--- src/inc/psq_map.svh ---
// register map, field positions and event/handler codes of the protocol sequencer
// Overview of operation
// - state changes only on an event: a host command or a controller interrupt
// - initialise, enable-slave and master-start commands count as events like interrupts
// - master-only idle: master start makes start condition, enable-slave arms slave
// - slave-armed idle: master start makes start condition, address/receive events run address match
// - start wait: start-seen event runs post-start processing toward address send
// - write-address wait: address-done event runs post-address; data/receive are errors
// - read-address wait: only receive event completes address; address-done is error
// - send wait: send event transmits next byte; receive/start/stop are errors
// - receive wait: receive event reads byte; send and stop are errors
// - stop wait: stop-seen ends communication; arbitration-lost is an error
// - arbitration-lost handled in start, address, send and receive waits
// - not-acknowledge handled in every wait state from start through stop
// - timeout handled in every wait state from start through stop
// - after arbitration loss send, receive and stop still serviced; rest error
// - timed-out state rejects every event as error
// - unexpected event gives error result and error processing, no transition
// - transmit irqs map to address-done or send event by state alone
// - uninitialised state accepts only the initialise command
`ifndef PSQ_MAP_SVH
`define PSQ_MAP_SVH
// register byte offsets
`define PSQ_CMD_OFS        8'h00
`define PSQ_STATE_OFS      8'h04
`define PSQ_STATUS_OFS     8'h08
`define PSQ_MASK_OFS       8'h0c
`define PSQ_LAST_OFS       8'h10
// command register fields
`define PSQ_CMD_INIT       0
`define PSQ_CMD_ENSLV      1
`define PSQ_CMD_MSTART     2
`define PSQ_CMD_READ       3
`define PSQ_CMD_CNT_LO     8
`define PSQ_CMD_CNT_HI     15
// status / mask bits
`define PSQ_ST_ERR         0
`define PSQ_ST_DONE        1
`define PSQ_ST_ARB         2
`define PSQ_ST_NACK        3
`define PSQ_ST_TMO         4
`define PSQ_ST_SLV         5
`define PSQ_ST_W           6
`define PSQ_MASK_RST       6'h00
// raw controller sources in the pending vector
`define PSQ_SRC_START      0
`define PSQ_SRC_STOP       1
`define PSQ_SRC_AL         2
`define PSQ_SRC_NACK       3
`define PSQ_SRC_TMO        4
`define PSQ_SRC_TX         5
`define PSQ_SRC_RX         6
`define PSQ_SRC_N          7
// event codes
`define PSQ_EV_INIT        4'h0
`define PSQ_EV_ENSLV       4'h1
`define PSQ_EV_MSTART      4'h2
`define PSQ_EV_START       4'h3
`define PSQ_EV_ADDR        4'h4
`define PSQ_EV_TX          4'h5
`define PSQ_EV_RX          4'h6
`define PSQ_EV_STOP        4'h7
`define PSQ_EV_AL          4'h8
`define PSQ_EV_NACK        4'h9
`define PSQ_EV_TMO         4'ha
// handler codes
`define PSQ_FN_INIT        4'h0
`define PSQ_FN_GENSTART    4'h1
`define PSQ_FN_AFTSTART    4'h2
`define PSQ_FN_AFTADDR     4'h3
`define PSQ_FN_SLVMATCH    4'h4
`define PSQ_FN_TXDATA      4'h5
`define PSQ_FN_RXDATA      4'h6
`define PSQ_FN_END         4'h7
`define PSQ_FN_ARB         4'h8
`define PSQ_FN_NACK        4'h9
`define PSQ_FN_ENSLV       4'ha
`define PSQ_FN_TMO         4'hb
`define PSQ_FN_ERR         4'hf
`endif

--- src/inc/psq_pkg.sv ---
// types of the protocol sequencer
package psq_pkg;
    typedef enum logic [10:0] {
        st_no_init          = 11'h001,
        st_idle             = 11'h002,
        st_idle_slave_armed = 11'h004,
        st_wait_start       = 11'h008,
        st_wait_addr_wr     = 11'h010,
        st_wait_addr_rd     = 11'h020,
        st_wait_tx          = 11'h040,
        st_wait_rx          = 11'h080,
        st_wait_stop        = 11'h100,
        st_arb_lost         = 11'h200,
        st_timed_out        = 11'h400
    } psq_state_t;
    typedef enum logic [1:0] {
        md_none   = 2'h0,
        md_m_send = 2'h1,
        md_m_recv = 2'h2,
        md_s_rdy  = 2'h3
    } psq_mode_t;
endpackage

--- src/verilog/psq_sequencer.sv ---
// event-driven two-wire bus protocol sequencer with apb register access
//
// Design decisions made here: the address map and the APB slave port.
`timescale 1ns/1ps
`default_nettype none
`include "psq_map.svh"
module psq_sequencer
    import psq_pkg::*;
#(
    parameter int CNT_W = 8
) (
    // clock and reset
    input  wire logic        core_clk,
    input  wire logic        rst,
    // apb slave
    input  wire logic        psel,
    input  wire logic        penable,
    input  wire logic        pwrite,
    input  wire logic [7:0]  paddr,
    input  wire logic [31:0] pwdata,
    output var  logic [31:0] prdata,
    output var  logic        pready,
    output var  logic        pslverr,
    // controller interrupt requests, one-cycle pulses
    input  wire logic        errorEventIrq,
    input  wire logic        flagStart,
    input  wire logic        flagStop,
    input  wire logic        flagArbLost,
    input  wire logic        flagNack,
    input  wire logic        flagTimeout,
    input  wire logic        transmitEndIrq,
    input  wire logic        transmitEmptyIrq,
    input  wire logic        receiveFullIrq,
    // handler requests to the controller
    output var  logic        handlerStrobe,
    output var  logic [3:0]  handlerCode,
    output var  logic        errorPulse,
    // interrupt to software
    output var  logic        irq
);

    ////////////////////////////////////////////////////////////////////////
    // state

    psq_state_t              state;
    psq_state_t              next_state;
    psq_mode_t               mode;
    psq_mode_t               next_mode;
    logic [CNT_W-1:0]        byteLeft;
    logic [CNT_W-1:0]        next_byteLeft;
    logic [CNT_W-1:0]        cmdCount;
    logic                    cmdPend;
    logic [3:0]              cmdCode;
    logic                    cmdRead;
    logic [`PSQ_SRC_N-1:0]   pend;
    logic [`PSQ_SRC_N-1:0]   rawSrc;
    logic [`PSQ_SRC_N-1:0]   take;
    logic                    hasEv;
    logic [3:0]              evCode;
    logic [3:0]              fn;
    logic                    isErr;
    logic [`PSQ_ST_W-1:0]    status;
    logic [`PSQ_ST_W-1:0]    mask;
    logic [`PSQ_ST_W-1:0]    setSt;
    logic [3:0]              lastEv;
    logic [3:0]              lastFn;
    logic                    apbWr;
    logic                    apbRd;
    logic                    mapped;

    ////////////////////////////////////////////////////////////////////////
    // apb decode

    assign apbWr = psel & penable & pready & pwrite;
    assign apbRd = psel & penable & pready & ~pwrite;

    // address decode as an if chain
    always_comb begin
        if (paddr == `PSQ_CMD_OFS) begin
            mapped = 1'b1;
        end else if (paddr == `PSQ_STATE_OFS) begin
            mapped = 1'b1;
        end else if (paddr == `PSQ_STATUS_OFS) begin
            mapped = 1'b1;
        end else if (paddr == `PSQ_MASK_OFS) begin
            mapped = 1'b1;
        end else if (paddr == `PSQ_LAST_OFS) begin
            mapped = 1'b1;
        end else begin
            mapped = 1'b0;
        end
    end

    // no wait state: ready is raised for the first access cycle only
    always_ff @(posedge core_clk or posedge rst) begin
        if (rst) begin
            pready  <= 1'b0;
            pslverr <= 1'b0;
        end else begin
            pready  <= psel & ~penable;
            pslverr <= psel & ~penable & ~mapped;
        end
    end

    // read data captured in the setup cycle, so it is a flop at the access edge
    always_ff @(posedge core_clk or posedge rst) begin
        if (rst) begin
            prdata <= 32'h0000_0000;
        end else if (psel & ~penable & ~pwrite) begin
            if (paddr == `PSQ_STATE_OFS) begin
                prdata <= {8'h00, byteLeft, 3'h0, mode, state};
            end else if (paddr == `PSQ_STATUS_OFS) begin
                prdata <= {{(32-`PSQ_ST_W){1'b0}}, status | setSt};
            end else if (paddr == `PSQ_MASK_OFS) begin
                prdata <= {{(32-`PSQ_ST_W){1'b0}}, mask};
            end else if (paddr == `PSQ_LAST_OFS) begin
                prdata <= {24'h00_0000, lastFn, lastEv};
            end else begin
                prdata <= 32'h0000_0000;
            end
        end
    end

    ////////////////////////////////////////////////////////////////////////
    // host commands become events

    // a later command overwrites one still pending; commands are taken next cycle
    always_ff @(posedge core_clk or posedge rst) begin
        if (rst) begin
            cmdPend  <= 1'b0;
            cmdCode  <= `PSQ_EV_INIT;
            cmdRead  <= 1'b0;
            cmdCount <= '0;
        end else if (apbWr && paddr == `PSQ_CMD_OFS &&
                     (pwdata[`PSQ_CMD_INIT] | pwdata[`PSQ_CMD_ENSLV] |
                      pwdata[`PSQ_CMD_MSTART])) begin
            cmdPend  <= 1'b1;
            cmdRead  <= pwdata[`PSQ_CMD_READ];
            cmdCount <= pwdata[`PSQ_CMD_CNT_LO +: CNT_W];
            if (pwdata[`PSQ_CMD_INIT]) begin
                cmdCode <= `PSQ_EV_INIT;
            end else if (pwdata[`PSQ_CMD_ENSLV]) begin
                cmdCode <= `PSQ_EV_ENSLV;
            end else begin
                cmdCode <= `PSQ_EV_MSTART;
            end
        end else begin
            cmdPend <= 1'b0;
        end
    end

    ////////////////////////////////////////////////////////////////////////
    // controller interrupts held until serviced

    assign rawSrc[`PSQ_SRC_START] = errorEventIrq & flagStart;
    assign rawSrc[`PSQ_SRC_STOP]  = errorEventIrq & flagStop;
    assign rawSrc[`PSQ_SRC_AL]    = errorEventIrq & flagArbLost;
    assign rawSrc[`PSQ_SRC_NACK]  = errorEventIrq & flagNack;
    assign rawSrc[`PSQ_SRC_TMO]   = errorEventIrq & flagTimeout;
    assign rawSrc[`PSQ_SRC_TX]    = transmitEndIrq | transmitEmptyIrq;
    assign rawSrc[`PSQ_SRC_RX]    = receiveFullIrq;

    // a new request in the cycle its pending bit is serviced is kept
    always_ff @(posedge core_clk or posedge rst) begin
        if (rst) begin
            pend <= '0;
        end else begin
            pend <= (pend & ~take) | rawSrc;
        end
    end

    ////////////////////////////////////////////////////////////////////////
    // event selection: commands first, then faults, then progress events

    always_comb begin
        hasEv  = cmdPend | (|pend); // every pending source is one event
        take   = '0;
        evCode = `PSQ_EV_INIT;
        if (cmdPend) begin
            evCode = cmdCode;
        end else if (pend[`PSQ_SRC_TMO]) begin
            take[`PSQ_SRC_TMO] = 1'b1;
            evCode = `PSQ_EV_TMO;
        end else if (pend[`PSQ_SRC_AL]) begin
            take[`PSQ_SRC_AL] = 1'b1;
            evCode = `PSQ_EV_AL;
        end else if (pend[`PSQ_SRC_NACK]) begin
            take[`PSQ_SRC_NACK] = 1'b1;
            evCode = `PSQ_EV_NACK;
        end else if (pend[`PSQ_SRC_START]) begin
            take[`PSQ_SRC_START] = 1'b1;
            evCode = `PSQ_EV_START;
        end else if (pend[`PSQ_SRC_TX]) begin
            take[`PSQ_SRC_TX] = 1'b1;
            // address phases turn transmit irqs into address-done
            if (state == st_idle_slave_armed || state == st_wait_addr_wr ||
                state == st_wait_addr_rd) begin
                evCode = `PSQ_EV_ADDR;
            end else begin
                evCode = `PSQ_EV_TX;
            end
        end else if (pend[`PSQ_SRC_RX]) begin
            take[`PSQ_SRC_RX] = 1'b1;
            evCode = `PSQ_EV_RX;
        end else if (pend[`PSQ_SRC_STOP]) begin
            take[`PSQ_SRC_STOP] = 1'b1;
            evCode = `PSQ_EV_STOP;
        end
    end

    ////////////////////////////////////////////////////////////////////////
    // transition table

    always_comb begin
        next_state    = state;
        next_mode     = mode;
        next_byteLeft = byteLeft;
        fn            = `PSQ_FN_ERR;
        case (state)
            st_no_init: if (evCode == `PSQ_EV_INIT) fn = `PSQ_FN_INIT;
            st_idle: begin
                if (evCode == `PSQ_EV_INIT) begin
                    fn = `PSQ_FN_INIT;
                end else if (evCode == `PSQ_EV_MSTART) begin
                    fn = `PSQ_FN_GENSTART;
                end else if (evCode == `PSQ_EV_ENSLV) begin
                    fn = `PSQ_FN_ENSLV;
                end
            end
            st_idle_slave_armed: begin
                if (evCode == `PSQ_EV_INIT) begin
                    fn = `PSQ_FN_INIT;
                end else if (evCode == `PSQ_EV_MSTART) begin
                    fn = `PSQ_FN_GENSTART;
                end else if (evCode == `PSQ_EV_ADDR || evCode == `PSQ_EV_RX) begin
                    fn = `PSQ_FN_SLVMATCH;
                end
            end
            st_wait_start:   if (evCode == `PSQ_EV_START) fn = `PSQ_FN_AFTSTART;
            st_wait_addr_wr: if (evCode == `PSQ_EV_ADDR) fn = `PSQ_FN_AFTADDR;
            st_wait_addr_rd: if (evCode == `PSQ_EV_RX) fn = `PSQ_FN_AFTADDR;
            st_wait_tx:      if (evCode == `PSQ_EV_TX) fn = `PSQ_FN_TXDATA;
            st_wait_rx:      if (evCode == `PSQ_EV_RX) fn = `PSQ_FN_RXDATA;
            st_wait_stop:    if (evCode == `PSQ_EV_STOP) fn = `PSQ_FN_END;
            st_arb_lost: begin
                if (evCode == `PSQ_EV_TX) begin
                    fn = `PSQ_FN_TXDATA;
                end else if (evCode == `PSQ_EV_RX) begin
                    fn = `PSQ_FN_RXDATA;
                end else if (evCode == `PSQ_EV_STOP) begin
                    fn = `PSQ_FN_END;
                end
            end
            st_timed_out:    fn = `PSQ_FN_ERR;
            default:         fn = `PSQ_FN_ERR;
        endcase
        // fault events override the per-state entries in the wait states; arbitration loss does not in the stop wait
        if (evCode == `PSQ_EV_AL && (state == st_wait_start ||
            state == st_wait_addr_wr || state == st_wait_addr_rd ||
            state == st_wait_tx || state == st_wait_rx)) begin
            fn = `PSQ_FN_ARB;
        end
        if ((evCode == `PSQ_EV_NACK || evCode == `PSQ_EV_TMO) &&
            (state == st_wait_start || state == st_wait_addr_wr ||
             state == st_wait_addr_rd || state == st_wait_tx ||
             state == st_wait_rx || state == st_wait_stop)) begin
            fn = (evCode == `PSQ_EV_NACK) ? `PSQ_FN_NACK : `PSQ_FN_TMO;
        end
        isErr = (fn == `PSQ_FN_ERR);
        // the handler decides the next state; an error leaves it alone
        case (fn)
            `PSQ_FN_INIT: begin
                next_state    = st_idle;
                next_mode     = md_none;
                next_byteLeft = '0;
            end
            `PSQ_FN_GENSTART: begin
                next_state    = st_wait_start;
                next_mode     = cmdRead ? md_m_recv : md_m_send;
                next_byteLeft = cmdCount;
            end
            `PSQ_FN_AFTSTART: begin
                next_state = (mode == md_m_recv) ? st_wait_addr_rd : st_wait_addr_wr;
            end
            `PSQ_FN_AFTADDR: begin
                next_state = (mode == md_m_recv) ? st_wait_rx : st_wait_tx;
            end
            `PSQ_FN_SLVMATCH: begin
                next_state = (evCode == `PSQ_EV_RX) ? st_wait_rx : st_wait_tx;
            end
            `PSQ_FN_TXDATA, `PSQ_FN_RXDATA: begin
                // the last byte of a master transfer moves on to the stop wait unless arbitration was lost
                if (byteLeft > 1) begin
                    next_byteLeft = byteLeft - 1'b1;
                end else begin
                    next_byteLeft = '0;
                    if (state != st_arb_lost && mode != md_s_rdy) begin
                        next_state = st_wait_stop;
                    end
                end
            end
            `PSQ_FN_END: begin
                next_state = (mode == md_s_rdy) ? st_idle_slave_armed : st_idle;
                next_mode  = (mode == md_s_rdy) ? md_s_rdy : md_none;
            end
            `PSQ_FN_ARB:  next_state = st_arb_lost;
            `PSQ_FN_NACK: next_state = st_wait_stop;
            `PSQ_FN_ENSLV: begin
                next_state    = st_idle_slave_armed;
                next_mode     = md_s_rdy;
                next_byteLeft = cmdCount;
            end
            `PSQ_FN_TMO:  next_state = st_timed_out;
            default:      next_state = state;
        endcase
    end

    // state moves only when an event is present
    always_ff @(posedge core_clk or posedge rst) begin
        if (rst) begin
            state    <= st_no_init;
            mode     <= md_none;
            byteLeft <= '0;
        end else if (hasEv) begin
            state    <= next_state;
            mode     <= next_mode;
            byteLeft <= next_byteLeft;
        end
    end

    ////////////////////////////////////////////////////////////////////////
    // handler requests and last event record

    always_ff @(posedge core_clk or posedge rst) begin
        if (rst) begin
            handlerStrobe <= 1'b0;
            handlerCode   <= `PSQ_FN_ERR;
            errorPulse    <= 1'b0;
            lastEv        <= `PSQ_EV_INIT;
            lastFn        <= `PSQ_FN_ERR;
        end else begin
            handlerStrobe <= hasEv;
            errorPulse    <= hasEv & isErr;
            if (hasEv) begin
                handlerCode <= fn;
                lastEv      <= evCode;
                lastFn      <= fn;
            end
        end
    end

    ////////////////////////////////////////////////////////////////////////
    // sticky status, read to clear, mask and interrupt

    always_comb begin
        setSt = '0;
        setSt[`PSQ_ST_ERR]  = hasEv & isErr;
        setSt[`PSQ_ST_DONE] = hasEv & (fn == `PSQ_FN_END);
        setSt[`PSQ_ST_ARB]  = hasEv & (fn == `PSQ_FN_ARB);
        setSt[`PSQ_ST_NACK] = hasEv & (fn == `PSQ_FN_NACK);
        setSt[`PSQ_ST_TMO]  = hasEv & (fn == `PSQ_FN_TMO);
        setSt[`PSQ_ST_SLV]  = hasEv & (fn == `PSQ_FN_SLVMATCH);
    end

    // a set in the clearing read's cycle survives; it was not shown in that read, whose data was captured in the setup cycle
    always_ff @(posedge core_clk or posedge rst) begin
        if (rst) begin
            status <= '0;
        end else if (apbRd && paddr == `PSQ_STATUS_OFS) begin
            status <= setSt;
        end else begin
            status <= status | setSt;
        end
    end

    always_ff @(posedge core_clk or posedge rst) begin
        if (rst) begin
            mask <= `PSQ_MASK_RST;
        end else if (apbWr && paddr == `PSQ_MASK_OFS) begin
            mask <= pwdata[`PSQ_ST_W-1:0];
        end
    end

    // level interrupt, one cycle behind the status bit
    always_ff @(posedge core_clk or posedge rst) begin
        if (rst) begin
            irq <= 1'b0;
        end else begin
            irq <= |(status & mask);
        end
    end

endmodule
`default_nettype wire
--- config.mk ---
export PLATFORM = sky130hd
export DESIGN_NAME = psq_sequencer
export DESIGN_NICKNAME = d
export VERILOG_FILES = /design/src/inc/psq_pkg.sv /design/src/verilog/psq_sequencer.sv
export VERILOG_INCLUDE_DIRS = /design/src /design/src/inc
export SDC_FILE = /design/constraint.sdc
export NUM_CORES = 1
export LEC_CHECK = 0
export ABC_AREA = 1
export BUFFER_PORTS_ARGS = -buffer_cell sky130_fd_sc_hd__buf_4
export CORE_MARGIN = 1
export CORE_UTILIZATION = 56
export CTS_CLUSTER_DIAMETER = 50
export DETAILED_ROUTE_END_ITERATION = 8
export GPL_ROUTABILITY_DRIVEN = 0
export PLACE_DENSITY_LB_ADDON = 0.3
export SYNTH_ARGS = -nofsm -noshare
export SYNTH_HDL_FRONTEND = slang
export SYNTH_SLANG_ARGS = --single-unit
--- constraint.sdc ---
create_clock -name core_clk -period 3.1 [get_ports core_clk]
set_input_delay 0.31 -clock core_clk [delete_from_list [all_inputs] [get_ports core_clk]]
set_output_delay 0.31 -clock core_clk [all_outputs]
set_load 0.01 [all_outputs]
==> flow_metrics.tcl, run 1 <==
set metrics [dict create \
    diodes 0 \
    syn_area_sq_um 4970 \
    yosysUniqueCellTypes 44 \
    io-pin-count 95 \
    clock_skew_ns 0.00766 \
    dieWidth_um 96.2 \
    p_per_area_nw_per_um2 361 \
    hold_viol 0 \
    cts_hold_buf 0 \
    hpwlAfterDp_mm 9.36 \
    h-tree-depth 3 \
    drtIter0Drc 364 \
    syn_inst 661 \
    drt_first_pass_iters 5 \
    fin_crit_ns 2.85 \
    ctsLongestPathBuffers 2 \
    die_h_um 96.2 \
    run_status "finished, final reports clean" \
    post_cts.repair.setup_buffers 0 \
    drive_above_1_share 0.220 \
    cp_max_fo 13 \
    ant_nets 0 \
    combPwrFrac 0.083 \
    fin_tns_setup_ns 0 \
    critPathArrivalTime_ns 3.12 \
    switchingPower_uw 549 \
    setup_viol 0 \
    io_buffers 65 \
    relSlewSlack 0.353 \
    start_kind "register" \
    drt_drc_violations_left 0 \
    coreArea_sq_um 8680 \
    grt_max_degree 48 \
    finalInstanceArea_sq_um 5750 \
    seqPwrFrac 0.555 \
    dpl_cell_area_sq_um 5570 \
    cp-end-kind "register" \
    period_share 0.918 \
    rsz0062_at_grt "no" \
    mostFrequentLayoutCells "nand2_1, inv_1, dfrtp_1" \
    pwr-share-clk 0.362 \
    clock-sinks 86 \
    ctsRootBufferMaster "clkbuf_8" \
    start_util 0.573 \
    final_core_util 0.663 \
    ir_drop_uv 200 \
    rrSetupSlack_ns 0.25 \
    fin_nets 789 \
    grt_overflow_total 0 \
    insertion_delay_ns 0.37 \
    ys.flop_type "dfrtp_1" \
    r2r_cells 20 \
    vias 4628 \
    first_global_vias 4332 \
    wire_per_inst_um 14.6 \
    avgSynthCellArea_sq_um 7.52 \
    grtUsageTotal 0.293 \
    slew_violations 0 \
    area_delta_synth_final_pct 15.7 \
    p_int_uw 1530 \
    max_cap_violations 0 \
    fmax_ghz 0.351 \
    rows 34 \
    required_ns 3.37 \
    viasPerCell 5.47 \
    antenna_found_initial 0 \
    cts_buffers 9 \
    p_sw_frac 0.264 \
    crit_type "reg2reg" \
    power_uw 2080 \
    r2r_start "state[1]" \
    synth-edff-count 0 \
    worst_pin_slew_ns 0.969 \
    postCtsResizedCells 0 \
    p_leak_uw 0.00308 \
    cts_tree "yes" \
    ys_ff_latch 86 \
    clk_pin_slew_ns 0.09 \
    ys_seq_area_frac 0.434 \
    synth-warning-count 0 \
    die-area_sq_um 9260 \
    routed_wl_mm 12.4 \
    r2r_end "state[8]" \
    hold_class "in2async" \
    synth-async-reset-ratio 1.00 \
    grt_pass1_wl_mm 20.2 \
    layout_commonest_cell "nand2_1" \
]
==> cell type report <==
type / instances / area [sq um]
timing repair buffer: 70 / 538
clock buffer: 11 / 141
multi-input combinational: 469 / 2370
inverter: 97 / 365
fill: 771 / 2920
sequential: 86 / 2160
clock inverter: 5 / 41.3
tap: 108 / 135
==> critical path: stages (launching register included) <==
cell	delay, ns
dfrtp_1	0.43
nor2_1	0.19
nand3_2	0.13
nor2_2	0.24
nor2_1	0.06
nand2_1	0.07
nand2_2	0.06
nand2_4	0.08
nand2_4	0.07
inv_2	0.09
nand3_2	0.07
nand2_1	0.09
nand2_2	0.09
nor2_4	0.13
nand3_4	0.12
nor2_4	0.35
nand3_2	0.17
nand2_4	0.15
inv_2	0.05
nand2_1	0.05
nand2_1	0.04
==> state kept, by name, summed over array words and instances, names as in the netlist <==
register       flops
prdata            21
state             11
byteLeft           8
cmdCount           8
pend               7
mask               6
status             6
lastEv             4
lastFn             4
cmdCode            2
mode               2
cmdPend            1
cmdRead            1
errorPulse         1
handlerStrobe      1
irq                1
pready             1
pslverr            1
==> cells in the mapped netlist, types with 2 or more instances <==
library cell	count	area (sq um)
nand4_1	26	163
nor2_1	55	206
o21ai_0	27	135
inv_2	12	45.0
nor2_4	8	90.1
nor3_1	9	45.0
o31ai_1	8	60.1
buf_4	11	82.6
a221oi_1	3	26.3
a211oi_1	2	15.0
clkbuf_1	7	26.3
inv_1	82	308
nand2_4	6	67.6
o21ai_2	3	26.3
clkinv_1	3	11.3
ha_1	2	25.0
a21oi_1	22	110
nand3_1	37	185
nand2_2	20	125
nor2_2	12	75.1
nor4_1	3	18.8
dfstp_2	5	131
a2bb2oi_1	2	17.5
o2111ai_1	2	17.5
nand3_2	4	40.0
nand2_1	188	706
dfrtp_1	81	2030
xor2_1	5	43.8
==> per-layer routing <==
layer  up-vias  track usage  wire length (um)
met2       167        0.470              5830
met1      2191        0.392              5460
li1       2232            -                 -
met5         -            0                 0
met3        38       0.0403               650
met4         0        0.138               441
==> power groups by stage <==
stage               clock (uW)  combinational, uW  sequential [uW]
floorplan                    0                106             1180
global placement             0                169             1170
detailed placement           0                172             1170
CTS                        765                173             1150
global route               807                197             1160
finish                     752                173             1150
==> through the flow <==
stage | setup slack [ns] | hold WS, ns | cells
final | 0.254 | 0.0748 | 846
after detailed placement | 0.324 | 0.466 | 830
after global placement | 0.400 | 0.466 | 830
after global routing | 0.00157 | 0.139 | 846
after CTS | 0.316 | 0.0907 | 846
after floorplan | 0.576 | 0.407 | 671
==> worst max path at each step <==
stage | slack, ns | endpoint | cells after the start | from
floorplan | 0.58 | byteLeft[0] | 1 | rst
global placement | 0.40 | state[8] | 18 | state[4]
detailed placement | 0.32 | state[8] | 20 | state[1]
CTS | 0.32 | state[8] | 19 | state[0]
global route | 0.002 | state[8] | 18 | state[1]
finish | 0.25 | state[8] | 20 | state[1]
==> cells by family after synthesis <==
logic type	after synthesis	synth area share
compound gates	73	0.0883
xor+xnor	6	0.0106
fa+ha+maj	2	0.00503
buf+inv	116	0.0961
flops	86	0.434
other cells	1	0.000754
simple gates	377	0.365
No activity file was read; power rests on OpenSTA's default activity.
==> run 2, diff against run 1 <==
--- a/config.mk
+++ b/config.mk
@@ -8,8 +8,11 @@
 export LEC_CHECK = 0
 export ABC_AREA = 1
 export BUFFER_PORTS_ARGS = -buffer_cell sky130_fd_sc_hd__buf_4
-export CORE_MARGIN = 1
-export CORE_UTILIZATION = 56
+export CELL_PAD_IN_SITES_DETAIL_PLACEMENT = 0
+export CELL_PAD_IN_SITES_GLOBAL_PLACEMENT = 1
+export CORE_ASPECT_RATIO = 1.1
+export CORE_MARGIN = 3
+export CORE_UTILIZATION = 40
 export CTS_CLUSTER_DIAMETER = 50
 export DETAILED_ROUTE_END_ITERATION = 8
 export GPL_ROUTABILITY_DRIVEN = 0
==> run 2 against run 1 <==
  * First-iteration DRC count fell by 30%
  * Combinational power about the same
  * Count of clock-buffer cells in the layout grew 1
  * Sequential power hardly changed
  * Setup slack improved by 0.029 ns
  * Routed wire length grew 7.7%
  * Maximum frequency increased by 1.0%
  * Critical path type unchanged
  * Largest cell class unchanged
  * Largest power group is now the clock network
  * Highest routed layer unchanged
==> flow_metrics.tcl, run 2 (synthesis results as in run 1) <==
set metrics [dict create \
    start_kind "register" \
    mostFrequentLayoutCells "nand2_1, inv_1, dfrtp_1" \
    power_uw 2490 \
    period_share 0.909 \
    io-pin-count 95 \
    critPathArrivalTime_ns 3.05 \
    regMostFlops "prdata" \
    placed_cells 879 \
    post-place-ws_ns 0.284 \
    p_per_area_nw_per_um2 418 \
    insertion_delay_ns 0.34 \
    path_delay_family "simple AND/OR/NAND/NOR gates" \
    grt_overflow_total 0 \
    hpwlAfterDp_mm 10.3 \
    area_delta_synth_final_pct 20.0 \
    rrSetupSlack_ns 0.28 \
    grt_pass1_wl_mm 21.8 \
    die-area_sq_um 13800 \
    cp_num_buf_inv 2 \
    diodes 0 \
    fin_crit_ns 2.82 \
    fin_nets 792 \
    drt_drc_violations_left 0 \
    final_core_util 0.494 \
    ctsRootBufferMaster "clkbuf_16" \
    fillers 1219 \
    worst_pin_slew_ns 0.980 \
    viasPerCell 5.02 \
    cp_cell_sequence "nor2_1 > nand2_1 > nor2_4 > inv_2 > nor2_2 > nor2_1 > nand3_1 > nor2_1 > nor2_2 > nand2_1 > nand2_2 > nor2_4 > nand3_4 > nor2_4 > nand3_2 > nand2_4 > inv_2 > nand2_1 > nand2_1" \
    post_cts.repair.setup_buffers 0 \
    antenna_found_initial 0 \
    postCtsResizedCells 0 \
    ant_nets 0 \
    relSlewSlack 0.346 \
    cp_slowest_stage_delay_ns 0.54 \
    fin_tns_setup_ns 0 \
    first_global_vias 4558 \
    routed_wl_mm 13.3 \
    hold_class "in2async" \
    max_cap_violations 0 \
    drtIter0Drc 253 \
    clk_pin_slew_ns 0.06 \
    critPathLaunch "state[0]" \
    hold_viol 0 \
    clock-sinks 86 \
    run_status "finished, final reports clean" \
    cp-end-kind "register" \
    largest_register_ffs 21 \
    slowest_stage "dfstp_2" \
    r2r_cells 19 \
    rsz0062_at_grt "no" \
    grt_max_degree 87 \
    setup_viol 0 \
    coreArea_sq_um 12100 \
    die_h_um 123 \
    fin_ws_ns 0.282 \
    drt_first_pass_iters 5 \
    cts_buffers 9 \
    wire_per_inst_um 14.9 \
    required_ns 3.33 \
    ctsLongestPathBuffers 2 \
    r2r_end "state[8]" \
    rows 42 \
    slew_violations 0 \
    io_buffers 65 \
    r2r_start "state[0]" \
    h-tree-depth 3 \
    dieWidth_um 112 \
    crit_type "reg2reg" \
    p_leak_uw 0.00316 \
    cp_max_fo 13 \
    instances_no_fill 895 \
    top_regs "prdata (21), state (11)" \
    start_util 0.411 \
    grtUsageTotal 0.200 \
    fmax_ghz 0.355 \
    critPathMostFrequentCell "nand2_1" \
    vias 4489 \
    clock_skew_ns 0.00709 \
    cts_tree "yes" \
    ir_drop_uv 216 \
    cts_hold_buf 0 \
    drive_above_1_share 0.221 \
    layout_commonest_cell "nand2_1" \
]
==> run 2: cell count changes in the layout (fill, tap and decap cells not counted) <==
cell        previous run  this run
clkinv_2               1         3
inv_6                  2         0
clkbuf_1               1         2
clkbuf_16              0         9
clkinv_4               1         0
bufinv_16              0         2
clkbuf_8              10         1
buf_4                 69        72
clkinvlp_4             2         0
==> run 2: metrics by stage <==
| stage | hold slack (ns) | instance area [sq um] |
|---|---|---|
| floorplan | 0.407 | 5010 |
| global placement | 0.454 | 5650 |
| detailed placement | 0.459 | 5650 |
| CTS | 0.0986 | 5970 |
| global route | 0.128 | 5970 |
| finish | 0.0669 | 5970 |
==> run 2: power by group <==
group / leakage [uW] / internal (uW) / switching (uW)
Combinational: 0.00192 / 67.4 / 107
Sequential: 0.00109 / 1140 / 12.0
Clock: 0.000157 / 726 / 438
==> run 2: metal layers <==
layer	GRT usage	part of all wire	routed length (um)
met5	0	0	0
met2	0.362	0.52	6890
met4	0.0834	0.030	395
met1	0.242	0.42	5610
met3	0.0210	0.033	434
==> run 2: cell type report <==
cell class / count / area [sq um] / area share
multi-input combinational: 469 / 2370 / 0.398
clock buffer: 12 / 246 / 0.0413
clock inverter: 4 / 70.1 / 0.0117
inverter: 97 / 365 / 0.0612
sequential: 86 / 2160 / 0.362
tap: 154 / 193 / 0.0323
timing repair buffer: 73 / 561 / 0.0939
==> run 2: worst max-delay path by stage <==
| stage | depth (start not counted) | slack, ns | endpoint |
|---|---|---|---|
| finish | 19 | 0.28 | state[8] |
| global placement | 19 | 0.36 | state[8] |
| global route | 20 | 0.01 | state[8] |
| floorplan | 1 | 0.58 | byteLeft[0] |
| CTS | 20 | 0.27 | state[8] |
| detailed placement | 20 | 0.28 | state[8] |
==> run 2: tightest hold or removal path: stages <==
cell and delay [ns]:
buf_4 0.11, clkinv_2 0.05, buf_12 0.35
